--- config.mk ---
export PLATFORM = sky130hd
export DESIGN_NAME = periph_irq_flags
export DESIGN_NICKNAME = d
export VERILOG_FILES = /design/src/inc/pirq_pkg.sv /design/src/inc/flag_bank_if.sv /design/src/rtl/flag_bank.sv /design/src/rtl/periph_irq_flags.sv
export VERILOG_INCLUDE_DIRS = /design/src /design/src/inc
export SDC_FILE = /design/constraint.sdc
export NUM_CORES = 1
export LEC_CHECK = 0
export ABC_AREA = 1
export BUFFER_PORTS_ARGS = -buffer_cell sky130_fd_sc_hd__buf_2
export CAP_MARGIN = 20
export CORE_ASPECT_RATIO = 0.9
export CORE_MARGIN = 2
export CORE_UTILIZATION = 35
export CTS_BUF_LIST = sky130_fd_sc_hd__clkbuf_16
export DETAILED_ROUTE_END_ITERATION = 16
export GPL_TIMING_DRIVEN = 0
export MAX_ROUTING_LAYER = met4
export PLACE_DENSITY = 0.7
export SLEW_MARGIN = 5
export SYNTH_ARGS = -nofsm -noshare
export SYNTH_HDL_FRONTEND = slang
export SYNTH_HIERARCHICAL = 1
export SYNTH_SLANG_ARGS = --single-unit
--- constraint.sdc ---
create_clock -name i_ref_clk -period 1.4 [get_ports i_ref_clk]
set_clock_uncertainty 0.1 [all_clocks]
set_input_delay 0.28 -clock i_ref_clk [delete_from_list [all_inputs] [get_ports i_ref_clk]]
set_output_delay 0.28 -clock i_ref_clk [all_outputs]
set_load 0.005 [all_outputs]
--- src/inc/pirq_params.svh ---
// offsets, field positions, reset values and masks of the flag block
`ifndef PIRQ_PARAMS_SVH
`define PIRQ_PARAMS_SVH

// ----------------------------------------------------------------------
// register byte addresses
// ----------------------------------------------------------------------
`define PIRQ_ADDR_W          12
`define PIRQ_ADDR_FLAGS      12'h00c
`define PIRQ_ADDR_ENABLES    12'h010
`define PIRQ_ADDR_CORE_CTRL  12'h014
`define PIRQ_ADDR_OVR_STAT   12'h018
`define PIRQ_ADDR_OVR_MASK   12'h01c

// ----------------------------------------------------------------------
// flag and enable bit positions
// ----------------------------------------------------------------------
`define PIRQ_BIT_CONV        6
`define PIRQ_BIT_SERIAL      3
`define PIRQ_BIT_CCP         2
`define PIRQ_BIT_PERIOD      1
`define PIRQ_BIT_WIDE        0
`define PIRQ_IMPL_MASK       8'h4f

// ----------------------------------------------------------------------
// core control bit positions
// ----------------------------------------------------------------------
`define PIRQ_BIT_GLOBAL_EN   7
`define PIRQ_BIT_PERIPH_EN   6
`define PIRQ_CORE_MASK       8'hc0

// ----------------------------------------------------------------------
// reset values
// ----------------------------------------------------------------------
`define PIRQ_RST_FLAGS       8'h00
`define PIRQ_RST_ENABLES     8'h00
`define PIRQ_RST_CORE        8'h00
`define PIRQ_RST_OVR         8'h00

`endif

--- src/inc/pirq_pkg.sv ---
// types shared by the peripheral flag block
package pirq_pkg;

    typedef enum logic [2:0] {
        SEL_NONE      = 3'b000,
        SEL_FLAGS     = 3'b001,
        SEL_ENABLES   = 3'b010,
        SEL_CORE_CTRL = 3'b011,
        SEL_OVR_STAT  = 3'b100,
        SEL_OVR_MASK  = 3'b101
    } reg_sel_t;

    typedef enum logic [1:0] {
        CCP_OFF     = 2'b00,
        CCP_CAPTURE = 2'b01,
        CCP_COMPARE = 2'b10,
        CCP_PWM     = 2'b11
    } ccp_mode_t;

endpackage : pirq_pkg

--- src/inc/flag_bank_if.sv ---
// carrier between the flag block control logic and its flag bank
`timescale 1ns/10ps

interface flag_bank_if;
    logic [7:0] set_evt;
    logic       wr_en;
    logic [7:0] wr_data;
    logic [7:0] flags;

    modport ctrl (
        output set_evt,
        output wr_en,
        output wr_data,
        input  flags
    );

    modport bank (
        input  set_evt,
        input  wr_en,
        input  wr_data,
        output flags
    );
endinterface : flag_bank_if

--- src/rtl/flag_bank.sv ---
// sticky peripheral flag bits with set-over-clear priority
`timescale 1ns/10ps
`include "pirq_params.svh"

module flag_bank (
    input  wire logic   i_ref_clk,
    input  wire logic   i_arst_n,
    flag_bank_if.bank   fb
);

    localparam logic [7:0] IMPL = `PIRQ_IMPL_MASK;
    localparam logic [7:0] RST  = `PIRQ_RST_FLAGS;

    genvar gi;
    generate
        for (gi = 0; gi < 8; gi++) begin : g_bit
            if (IMPL[gi]) begin : g_impl
                logic flag_q;
                logic flag_d;

                always_comb begin
                    flag_d = flag_q;
                    if (fb.wr_en) begin
                        flag_d = fb.wr_data[gi];
                    end
                    if (fb.set_evt[gi]) begin
                        flag_d = 1'b1;
                    end
                end

                always_ff @(posedge i_ref_clk or negedge i_arst_n) begin
                    if (!i_arst_n) begin
                        flag_q <= RST[gi];
                    end else begin
                        flag_q <= flag_d;
                    end
                end

                assign fb.flags[gi] = flag_q;
            end else begin : g_unimpl
                assign fb.flags[gi] = 1'b0;
            end
        end
    endgenerate

endmodule : flag_bank

--- src/rtl/periph_irq_flags.sv ---
// peripheral interrupt flag register with enables and apb access
//
// Register access over APB was left to the implementer.
`timescale 1ns/10ps
`include "pirq_params.svh"

module periph_irq_flags (
    input  wire logic        i_ref_clk,
    input  wire logic        i_arst_n,
    input  wire logic        i_psel,
    input  wire logic        i_penable,
    input  wire logic        i_pwrite,
    input  wire logic [11:0] i_paddr,
    input  wire logic [31:0] i_pwdata,
    input  wire logic [3:0]  i_pstrb,
    output logic      [31:0] o_prdata,
    output logic             o_pready,
    output logic             o_pslverr,
    input  wire logic        i_conv_done,
    input  wire logic        i_serial_done,
    input  wire logic        i_ccp_capture,
    input  wire logic        i_ccp_compare,
    input  wire logic [1:0]  i_ccp_mode,
    input  wire logic        i_period_match,
    input  wire logic        i_wide_timer_overflow,
    output logic      [7:0]  o_peripheral_irq_flags,
    output logic             o_periph_irq_req,
    output logic             o_irq
);

    // ------------------------------------------------------------------
    // constants
    // ------------------------------------------------------------------
    localparam logic [7:0] IMPL_MASK = `PIRQ_IMPL_MASK;
    localparam logic [7:0] CORE_MASK = `PIRQ_CORE_MASK;

    // ------------------------------------------------------------------
    // address decode
    // ------------------------------------------------------------------
    function automatic pirq_pkg::reg_sel_t decode_addr(
        input logic [11:0] addr
    );
        pirq_pkg::reg_sel_t sel;
        sel = pirq_pkg::SEL_NONE;
        if (addr == `PIRQ_ADDR_FLAGS) begin
            sel = pirq_pkg::SEL_FLAGS;
        end else if (addr == `PIRQ_ADDR_ENABLES) begin
            sel = pirq_pkg::SEL_ENABLES;
        end else if (addr == `PIRQ_ADDR_CORE_CTRL) begin
            sel = pirq_pkg::SEL_CORE_CTRL;
        end else if (addr == `PIRQ_ADDR_OVR_STAT) begin
            sel = pirq_pkg::SEL_OVR_STAT;
        end else if (addr == `PIRQ_ADDR_OVR_MASK) begin
            sel = pirq_pkg::SEL_OVR_MASK;
        end else begin
            sel = pirq_pkg::SEL_NONE;
        end
        return sel;
    endfunction : decode_addr

    // ------------------------------------------------------------------
    // declarations
    // ------------------------------------------------------------------
    flag_bank_if           fb ();
    pirq_pkg::reg_sel_t    sel;
    pirq_pkg::ccp_mode_t   ccp_mode;
    logic                  setup_phase;
    logic                  access_phase;
    logic                  wr_fire;
    logic                  lane0;
    logic [7:0]            wbyte;
    logic [7:0]            events;
    logic [7:0]            flags;
    logic [7:0]            enables_q;
    logic [7:0]            enables_d;
    logic [7:0]            core_q;
    logic [7:0]            core_d;
    logic [7:0]            ovr_q;
    logic [7:0]            ovr_d;
    logic [7:0]            ovr_mask_q;
    logic [7:0]            ovr_mask_d;
    logic [31:0]           prdata_q;
    logic [31:0]           prdata_d;
    logic                  pslverr_q;
    logic                  pslverr_d;
    logic [7:0]            rd_byte;
    logic                  periph_pending;
    logic                  ovr_pending;
    logic                  flags_wr;

    // ------------------------------------------------------------------
    // apb phase tracking
    // ------------------------------------------------------------------
    assign setup_phase  = i_psel & ~i_penable;
    assign access_phase = i_psel & i_penable;
    assign sel          = decode_addr(i_paddr);
    assign lane0        = i_pstrb[0];
    assign wbyte        = i_pwdata[7:0];
    // writes land only at the access edge, zero wait states
    assign wr_fire      = access_phase & i_pwrite & lane0;
    assign o_pready     = access_phase;
    assign o_pslverr    = access_phase & pslverr_q;
    assign o_prdata     = prdata_q;

    // ------------------------------------------------------------------
    // event qualification
    // ------------------------------------------------------------------
    assign ccp_mode = pirq_pkg::ccp_mode_t'(i_ccp_mode);

    always_comb begin
        events = 8'h00;
        events[`PIRQ_BIT_CONV]   = i_conv_done;
        events[`PIRQ_BIT_SERIAL] = i_serial_done;
        case (ccp_mode)
            pirq_pkg::CCP_CAPTURE: begin
                events[`PIRQ_BIT_CCP] = i_ccp_capture;
            end
            pirq_pkg::CCP_COMPARE: begin
                events[`PIRQ_BIT_CCP] = i_ccp_compare;
            end
            default: begin
                events[`PIRQ_BIT_CCP] = 1'b0;
            end
        endcase
        events[`PIRQ_BIT_PERIOD] = i_period_match;
        events[`PIRQ_BIT_WIDE]   = i_wide_timer_overflow;
    end

    // ------------------------------------------------------------------
    // flag bank
    // ------------------------------------------------------------------
    assign flags_wr    = wr_fire & (sel == pirq_pkg::SEL_FLAGS);
    assign fb.set_evt  = events;
    assign fb.wr_en    = flags_wr;
    assign fb.wr_data  = wbyte & IMPL_MASK;
    assign flags       = fb.flags;

    flag_bank u_flag_bank (
        .i_ref_clk (i_ref_clk),
        .i_arst_n  (i_arst_n),
        .fb        (fb.bank)
    );

    // ------------------------------------------------------------------
    // control registers, next values
    // ------------------------------------------------------------------
    always_comb begin
        enables_d  = enables_q;
        core_d     = core_q;
        ovr_mask_d = ovr_mask_q;
        if (wr_fire) begin
            if (sel == pirq_pkg::SEL_ENABLES) begin
                enables_d = wbyte & IMPL_MASK;
            end else if (sel == pirq_pkg::SEL_CORE_CTRL) begin
                core_d = wbyte & CORE_MASK;
            end else if (sel == pirq_pkg::SEL_OVR_MASK) begin
                ovr_mask_d = wbyte & IMPL_MASK;
            end
        end
    end

    always_ff @(posedge i_ref_clk or negedge i_arst_n) begin
        if (!i_arst_n) begin
            enables_q  <= `PIRQ_RST_ENABLES;
            core_q     <= `PIRQ_RST_CORE;
            ovr_mask_q <= `PIRQ_RST_OVR;
        end else begin
            enables_q  <= enables_d;
            core_q     <= core_d;
            ovr_mask_q <= ovr_mask_d;
        end
    end

    // ------------------------------------------------------------------
    // overrun status: event while its flag was still pending
    // ------------------------------------------------------------------
    always_comb begin
        ovr_d = ovr_q;
        if (wr_fire && (sel == pirq_pkg::SEL_OVR_STAT)) begin
            ovr_d = ovr_q & ~wbyte;
        end
        // a new overrun beats a clear
        ovr_d = ovr_d | (events & flags & IMPL_MASK);
    end

    always_ff @(posedge i_ref_clk or negedge i_arst_n) begin
        if (!i_arst_n) begin
            ovr_q <= `PIRQ_RST_OVR;
        end else begin
            ovr_q <= ovr_d;
        end
    end

    // ------------------------------------------------------------------
    // read path, loaded in the setup cycle
    // ------------------------------------------------------------------
    always_comb begin
        rd_byte = 8'h00;
        if (sel == pirq_pkg::SEL_FLAGS) begin
            rd_byte = flags & IMPL_MASK;
        end else if (sel == pirq_pkg::SEL_ENABLES) begin
            rd_byte = enables_q;
        end else if (sel == pirq_pkg::SEL_CORE_CTRL) begin
            rd_byte = core_q;
        end else if (sel == pirq_pkg::SEL_OVR_STAT) begin
            rd_byte = ovr_q;
        end else if (sel == pirq_pkg::SEL_OVR_MASK) begin
            rd_byte = ovr_mask_q;
        end else begin
            rd_byte = 8'h00;
        end
    end

    always_comb begin
        prdata_d  = prdata_q;
        pslverr_d = pslverr_q;
        if (setup_phase) begin
            pslverr_d = (sel == pirq_pkg::SEL_NONE);
            if (i_pwrite) begin
                prdata_d = 32'h0000_0000;
            end else begin
                prdata_d = {24'h00_0000, rd_byte};
            end
        end else if (!i_psel) begin
            pslverr_d = 1'b0;
        end
    end

    always_ff @(posedge i_ref_clk or negedge i_arst_n) begin
        if (!i_arst_n) begin
            prdata_q  <= 32'h0000_0000;
            pslverr_q <= 1'b0;
        end else begin
            prdata_q  <= prdata_d;
            pslverr_q <= pslverr_d;
        end
    end

    // ------------------------------------------------------------------
    // interrupt request
    // ------------------------------------------------------------------
    // flag, enable and peripheral enable
    assign periph_pending   = |(flags & enables_q & IMPL_MASK);
    assign o_periph_irq_req = periph_pending &
                              core_q[`PIRQ_BIT_PERIPH_EN];
    assign ovr_pending      = |(ovr_q & ovr_mask_q);
    // global enable gates o_irq only, for peripheral and overrun requests alike
    assign o_irq            = core_q[`PIRQ_BIT_GLOBAL_EN] &
                              (o_periph_irq_req | ovr_pending);

    // ------------------------------------------------------------------
    // flag state to the core
    // ------------------------------------------------------------------
    assign o_peripheral_irq_flags = flags;

endmodule : periph_irq_flags

# ---- Yosys cells after proc, flatten, opt, wreduce, memory -nomap -nowiden
# Index checks and enable logic that the tools add are counted.
dict set report word_totals {
  register_bits 58
  in_bits 61
  wordCells 79
}
dict set report op_classes {
  n_eq_ne 13
  mux 25
  bitwise_logic 18
  reduce_logical 12
}
# operator count
set ops {}
lappend ops {{equality test 12 x 5 -> 1 bit, second input constant} 4}
lappend ops {{two-way mux 8 bit} 6}
lappend ops {{two-way mux 3 bit} 5}
lappend ops {{bitwise AND 7 bit} 2}
lappend ops {{equality test 12 x 4 -> 1 bit, second input constant} 1}
lappend ops {{two-way mux 1 bit} 12}
lappend ops {{nonzero test 2 bit} 5}
lappend ops {{bitwise AND 1 bit} 8}
lappend ops {{bitwise AND 8 x 7 -> 8 bit} 1}
lappend ops {{bitwise AND 8 bit} 1}
lappend ops {{NOT 8 bit} 1}
lappend ops {{OR 8 x 7 -> 8 bit} 1}
lappend ops {{OR reduction 8 bit} 1}
lappend ops {{two-way mux 7 bit} 1}
lappend ops {{equality test 3 x 2 -> 1 bit, second input constant} 2}
lappend ops {{equality test 3 bit, second input constant} 2}
lappend ops {{OR reduction 5 bit} 1}
lappend ops {{AND reduction 4 bit} 1}
lappend ops {{equality test 3 x 1 -> 1 bit, second input constant} 1}
lappend ops {{zero test 3 bit} 1}
lappend ops {{NOT 1 bit} 3}
lappend ops {{AND reduction 3 bit} 1}
lappend ops {{equality test 2 x 1 -> 1 bit, second input constant} 1}
lappend ops {{equality test 2 bit, second input constant} 1}
lappend ops {{5 further kinds} 5}

# ---- Longest topological paths before layout
dict set report logic_depth {
  word_depth 13
  ltp_mapped 12
}

# ---- Modules after synthesis
# Netlist, hierarchy kept.
# mod instances cells_each area_each_um2
set by_module_without_submodules {}
lappend by_module_without_submodules {periph_irq_flags 1 244 1818.0}
lappend by_module_without_submodules {flag_bank 1 35 274.0}

# ---- Least setup slack after synthesis
# OpenSTA, ideal clock, no wires.
dict set report synth_timing {
  path_type {input to register}
  start {input i_paddr[2]}
  end {register u_flag_bank.g_bit[0].g_impl.flag_q}
  setup_ns 0.124
  arrival_time_ns 1.398
  required_ns 1.176
  slack_ns -0.221
  cell_stages 9
  n_path_buf 2
  cell_sequence {buf_2 -> nand3_1 -> nor2_1 -> nand2_1 -> clkbuf_1 -> nor2_1 -> inv_2 -> nand2_1 -> nand3_1}
}
dict set report synth_between {
  elab_chain_cells 9
  elab_cells_between_ends 13
  classes_between {6 x eq/ne; 5 x mux; 1 x bitwise; 1 x reduce/logical}
}
# element line_no
set synth_lines {}
lappend synth_lines {{from (decl)} periph_irq_flags.sv:13} ;# input wire logic [11:0] i_paddr,
lappend synth_lines {{equality test 12 x 5 -> 1 bit (no line)} n/a}
lappend synth_lines {{two-way mux 3 bit} periph_irq_flags.sv:53} ;# end else if (addr == `PIRQ_ADDR_OVR_MASK) begin
lappend synth_lines {{two-way mux 3 bit} periph_irq_flags.sv:51} ;# end else if (addr == `PIRQ_ADDR_OVR_STAT) begin
lappend synth_lines {{two-way mux 3 bit} periph_irq_flags.sv:49} ;# end else if (addr == `PIRQ_ADDR_CORE_CTRL) begin
lappend synth_lines {{two-way mux 3 bit} periph_irq_flags.sv:47} ;# end else if (addr == `PIRQ_ADDR_ENABLES) begin
lappend synth_lines {{two-way mux 3 bit *} periph_irq_flags.sv:45} ;# if (addr == `PIRQ_ADDR_FLAGS) begin
lappend synth_lines {{equality test 3 x 1 -> 1 bit *} periph_irq_flags.sv:132} ;# assign flags_wr = wr_fire & (sel == pirq_pkg::SEL_FLAGS);
lappend synth_lines {{bitwise AND 1 bit *} periph_irq_flags.sv:132}
lappend synth_lines {{net fb.wr_en} flag_bank_if.sv:6} ;# logic wr_en;
lappend synth_lines {{nonzero test 2 bit (no line) *} n/a}
lappend synth_lines {{to (signal assigned)} flag_bank.sv:33} ;# flag_q <= RST[gi];
lappend synth_lines {{to (signal assigned)} flag_bank.sv:35} ;# flag_q <= flag_d;
lappend synth_lines {{to (decl)} flag_bank.sv:18} ;# logic flag_q;
# The timed path passes the listed nets; every way through them passes the cells marked *.
# A chain may end at the register's enable or synchronous reset.

# ---- Worst setup path after layout
dict set report layout_timing {
  start {register u_flag_bank.g_bit[6].g_impl.flag_q}
  end {output o_irq}
}
dict set report layout_between {
  elab_chain_cells 5
}
# element line_no
set layout_lines {}
lappend layout_lines {{from (decl)} flag_bank.sv:18}
lappend layout_lines {{from (signal assigned)} flag_bank.sv:33}
lappend layout_lines {{from (signal assigned)} flag_bank.sv:35}
lappend layout_lines {{bitwise AND 7 bit} periph_irq_flags.sv:243} ;# assign periph_pending = |(flags & enables_q & IMPL_MASK);
lappend layout_lines {{OR reduction 5 bit} periph_irq_flags.sv:243}
lappend layout_lines {{bitwise AND 1 bit} periph_irq_flags.sv:244} ;# assign o_periph_irq_req = periph_pending &
lappend layout_lines {{OR 1 bit} periph_irq_flags.sv:249} ;# (o_periph_irq_req | ovr_pending);
lappend layout_lines {{bitwise AND 1 bit} periph_irq_flags.sv:248} ;# assign o_irq = core_q[`PIRQ_BIT_GLOBAL_EN] &
lappend layout_lines {{to (decl)} periph_irq_flags.sv:28} ;# output logic o_irq
# Every way passes these cells.

==> run summary <==
Fraction of registers with async set/reset -> 100%
DRT antenna net count -> 0
Worst Setup End Kind -> output port
Run status -> complete, but fails checks
Routed via count -> 2022
Width of the die -> 85.5 um
I/O pins -> 105
Worst Path Arrival -> 1.45 ns
Pwr dens -> 812 nW/um2
Gr ovfl total -> 0
Share of layout cells above drive strength 1 -> 38.5%
Drt first pass iters -> 4
Vias per cell -> 4.50
Top-count cell post-synth -> nand2_1
Total CTS buffers -> 5
YS warnings -> 6
WS Path Type -> flop to output port
CP Launch Point -> u_flag_bank/g_bit[6].g_impl.flag_q
Residual DRC -> 0
Worst-margin pin slew -> 0.739 ns
Synth Register Bits -> 34
Place WS -> -0.390 ns
Post-DP HPWL -> 3.76 mm
Synthesized cell area -> 2090 um2
Tot GR Track Use -> 16.2%
FF-to-FF Start -> u_flag_bank/g_bit[6].g_impl.flag_q
First-pass GRT wire length -> 8.34 mm
Largest net degree at the start of global routing -> 35
Final Setup Violations -> 4
Initial antenna violation count -> 0
CTS Hold Bufs -> 0
Setup TNS Final -> -0.921 ns
Maximum clock frequency -> 0.546 GHz
EDFF count, synth -> 0
Leak pwr -> 0.00161 uW
Die ar. -> 6610 um2
CP Max Fanout -> 2
Ant diodes -> 0
Clock latency on the worst-skew pair -> 0.28 ns
Clock slew at reported path FFs -> 0.05 ns
Top cells by count, synth -> 71 x nand2_1, 34 x dfrtp_1, 33 x inv_1
RSZ-0062 raised after global routing -> true
Seq/Total Area, Yosys -> 40.7%
Most common flop cell mapped by yosys -> dfrtp_1
H-Tree Depth -> 2
1st-iter DRT viols -> 143
Startpoint class of the critical path -> flop
Fin worst setup slack -> -0.433 ns
Area of the core -> 5730 um2
Root buffer cell -> clkbuf_16
Layout area overhead -> 43.5%
Most area-consuming cells after synthesis -> dfrtp_1 41%, nand2_1 13%, buf_4 11%, inv_1 5.9%, nand3_1 5.0%
Vias in the first global route -> 1870
Fillers -> 564
I/O Buffers -> 49
Netlist cell types -> 29
Critical Path RT -> 1.02 ns
Gpl congestion -> 0.862
Min-Delay Path Class -> input port to asynchronous set/reset pin
Reg2reg setup slack -> 0 ns
Slew HR -> 50.7%
CTS tree -> done
Multi-input logic area -> 1060 um2
Sequential cell area -> 853 um2
Sink Count -> 34
Minimum clock period -> 1.83 ns
Final Cycle Share -> 131%
WHS -> -0.0318 ns
Avg Inst Size Synth -> 7.50 um2
Max VDD drop -> 0.000527 V
WL/cell -> 11.7 um
Hold Violations, Final -> 34
Rows -> 26
Final #Nets -> 441
CTS max path bufs -> 2
Yosys top cell area share -> 40.7%
Post-synth top area cell -> dfrtp_1
Reg2reg path depth -> 8
Slew Viols, Final -> 0
R2r endpoint -> o_prdata[6]
Die height -> 77.3 um
Cells after Synth -> 279
Detailed Route WL -> 5.24 mm
Initial Utilization -> 36.5%
Maxcap violations -> 0
Violated checks -> hold timing, setup timing
cells in the final DEF, fill, tap and decap left out, types with 3 or more instances in the layout:
cell       count
a21oi_1        5
buf_2         45
buf_4         47
buf_6          7
clkbuf_16      5
conb_1        27
dfrtp_1       32
inv_1         34
inv_2          3
nand2_1       63
nand2_2        8
nand3_1       16
nand3_2        5
nand3_4        3
nand4_1        3
nor2_1        15
nor2_2         3
nor2_4         7
o21ai_0       15
o21ai_1       16
cell families (layout without fill, tap and decap cells):
kind of cell | count (synthesis) | in the layout | synth area share (%)
simple gates | 128 | 128 | 28.3
compound gates | 42 | 42 | 10.9
fa+ha+maj | 2 | 2 | 1.20
other cells | 2 | 27 | 0.359
buf+inv | 71 | 146 | 18.6
flops | 34 | 34 | 40.7
worst max path at each step:
stage / endpoint / slack [ns] / depth (start not counted)
floorplan: o_irq / -0.0006 / 7
global route: o_irq / -0.54 / 8
detailed placement: o_prdata[7] / -0.39 / 8
CTS: o_irq / -0.43 / 8
global placement: o_prdata[7] / -0.37 / 8
finish: o_irq / -0.43 / 8
stage by stage:
step / instance area (um2) / hold slack [ns] / util, % / total power, uW / instances
after floorplan: 2230 / -0.116 / - / 1140 / 304
after global placement: 2560 / 0.287 / 44.7 / 1230 / 423
after detailed placement: 2560 / 0.296 / 44.7 / 1230 / 423
after CTS: 2820 / 0.000920 / 49.3 / 2450 / 437
after global routing: 3000 / 0.0358 / 52.4 / 2540 / 449
final: 3000 / -0.0318 / 52.4 / 2440 / 449
what timing repair did:
action	CTS	global route
pin swaps	6	15
resized for setup	10	25
endpoints found under the hold margin	0	0
endpoints found under the setup margin	20	36
setup buffers	8	12
state kept, by name, summed over array words and instances, names as in the netlist:
| signal | count |
|---|---|
| ovr_mask_q | 5 |
| u_flag_bank/g_bit.g_impl.flag_q | 5 |
| core_q | 2 |
| pslverr_q | 1 |
| ovr_q | 8 |
| o_prdata | 8 |
| enables_q | 5 |
critical path: stages (launching register included):
cell	delay, ns
dfrtp_1	0.39
buf_6	0.13
nand2_2	0.05
nand3_2	0.06
a221oi_2	0.17
nor2_1	0.09
nor2_1	0.09
a21oi_1	0.08
buf_2	0.13
report_power, final:
part	leakage (uW)	total, uW	internal [uW]	switching [uW]
clock network	0.0000864	1200	825	379
logic	0.00111	245	113	132
registers	0.000405	990	988	2.30
total	0.00161	2440	1930	513
routing by layer:
layer  global-route usage [%]  wire length, um  vias to the layer above
met5                        -                0                        -
met4                     7.30              133                        0
met3                     4.26              468                       16
met2                     23.4             2310                       88
met1                     21.5             2330                      890
li1                         -                -                     1028
layout make-up:
cell class	count	share of cell area (%)
multi-input cells	199	35.4
repair buffers	69	14.7
clock buffers	5	4.17
clock inverters	3	1.25
well taps	70	2.92
inverters	37	4.79
flip-flops and latches	34	28.4
plain buffers	32	8.37
Note: power is estimated with default switching activity, not from simulation.
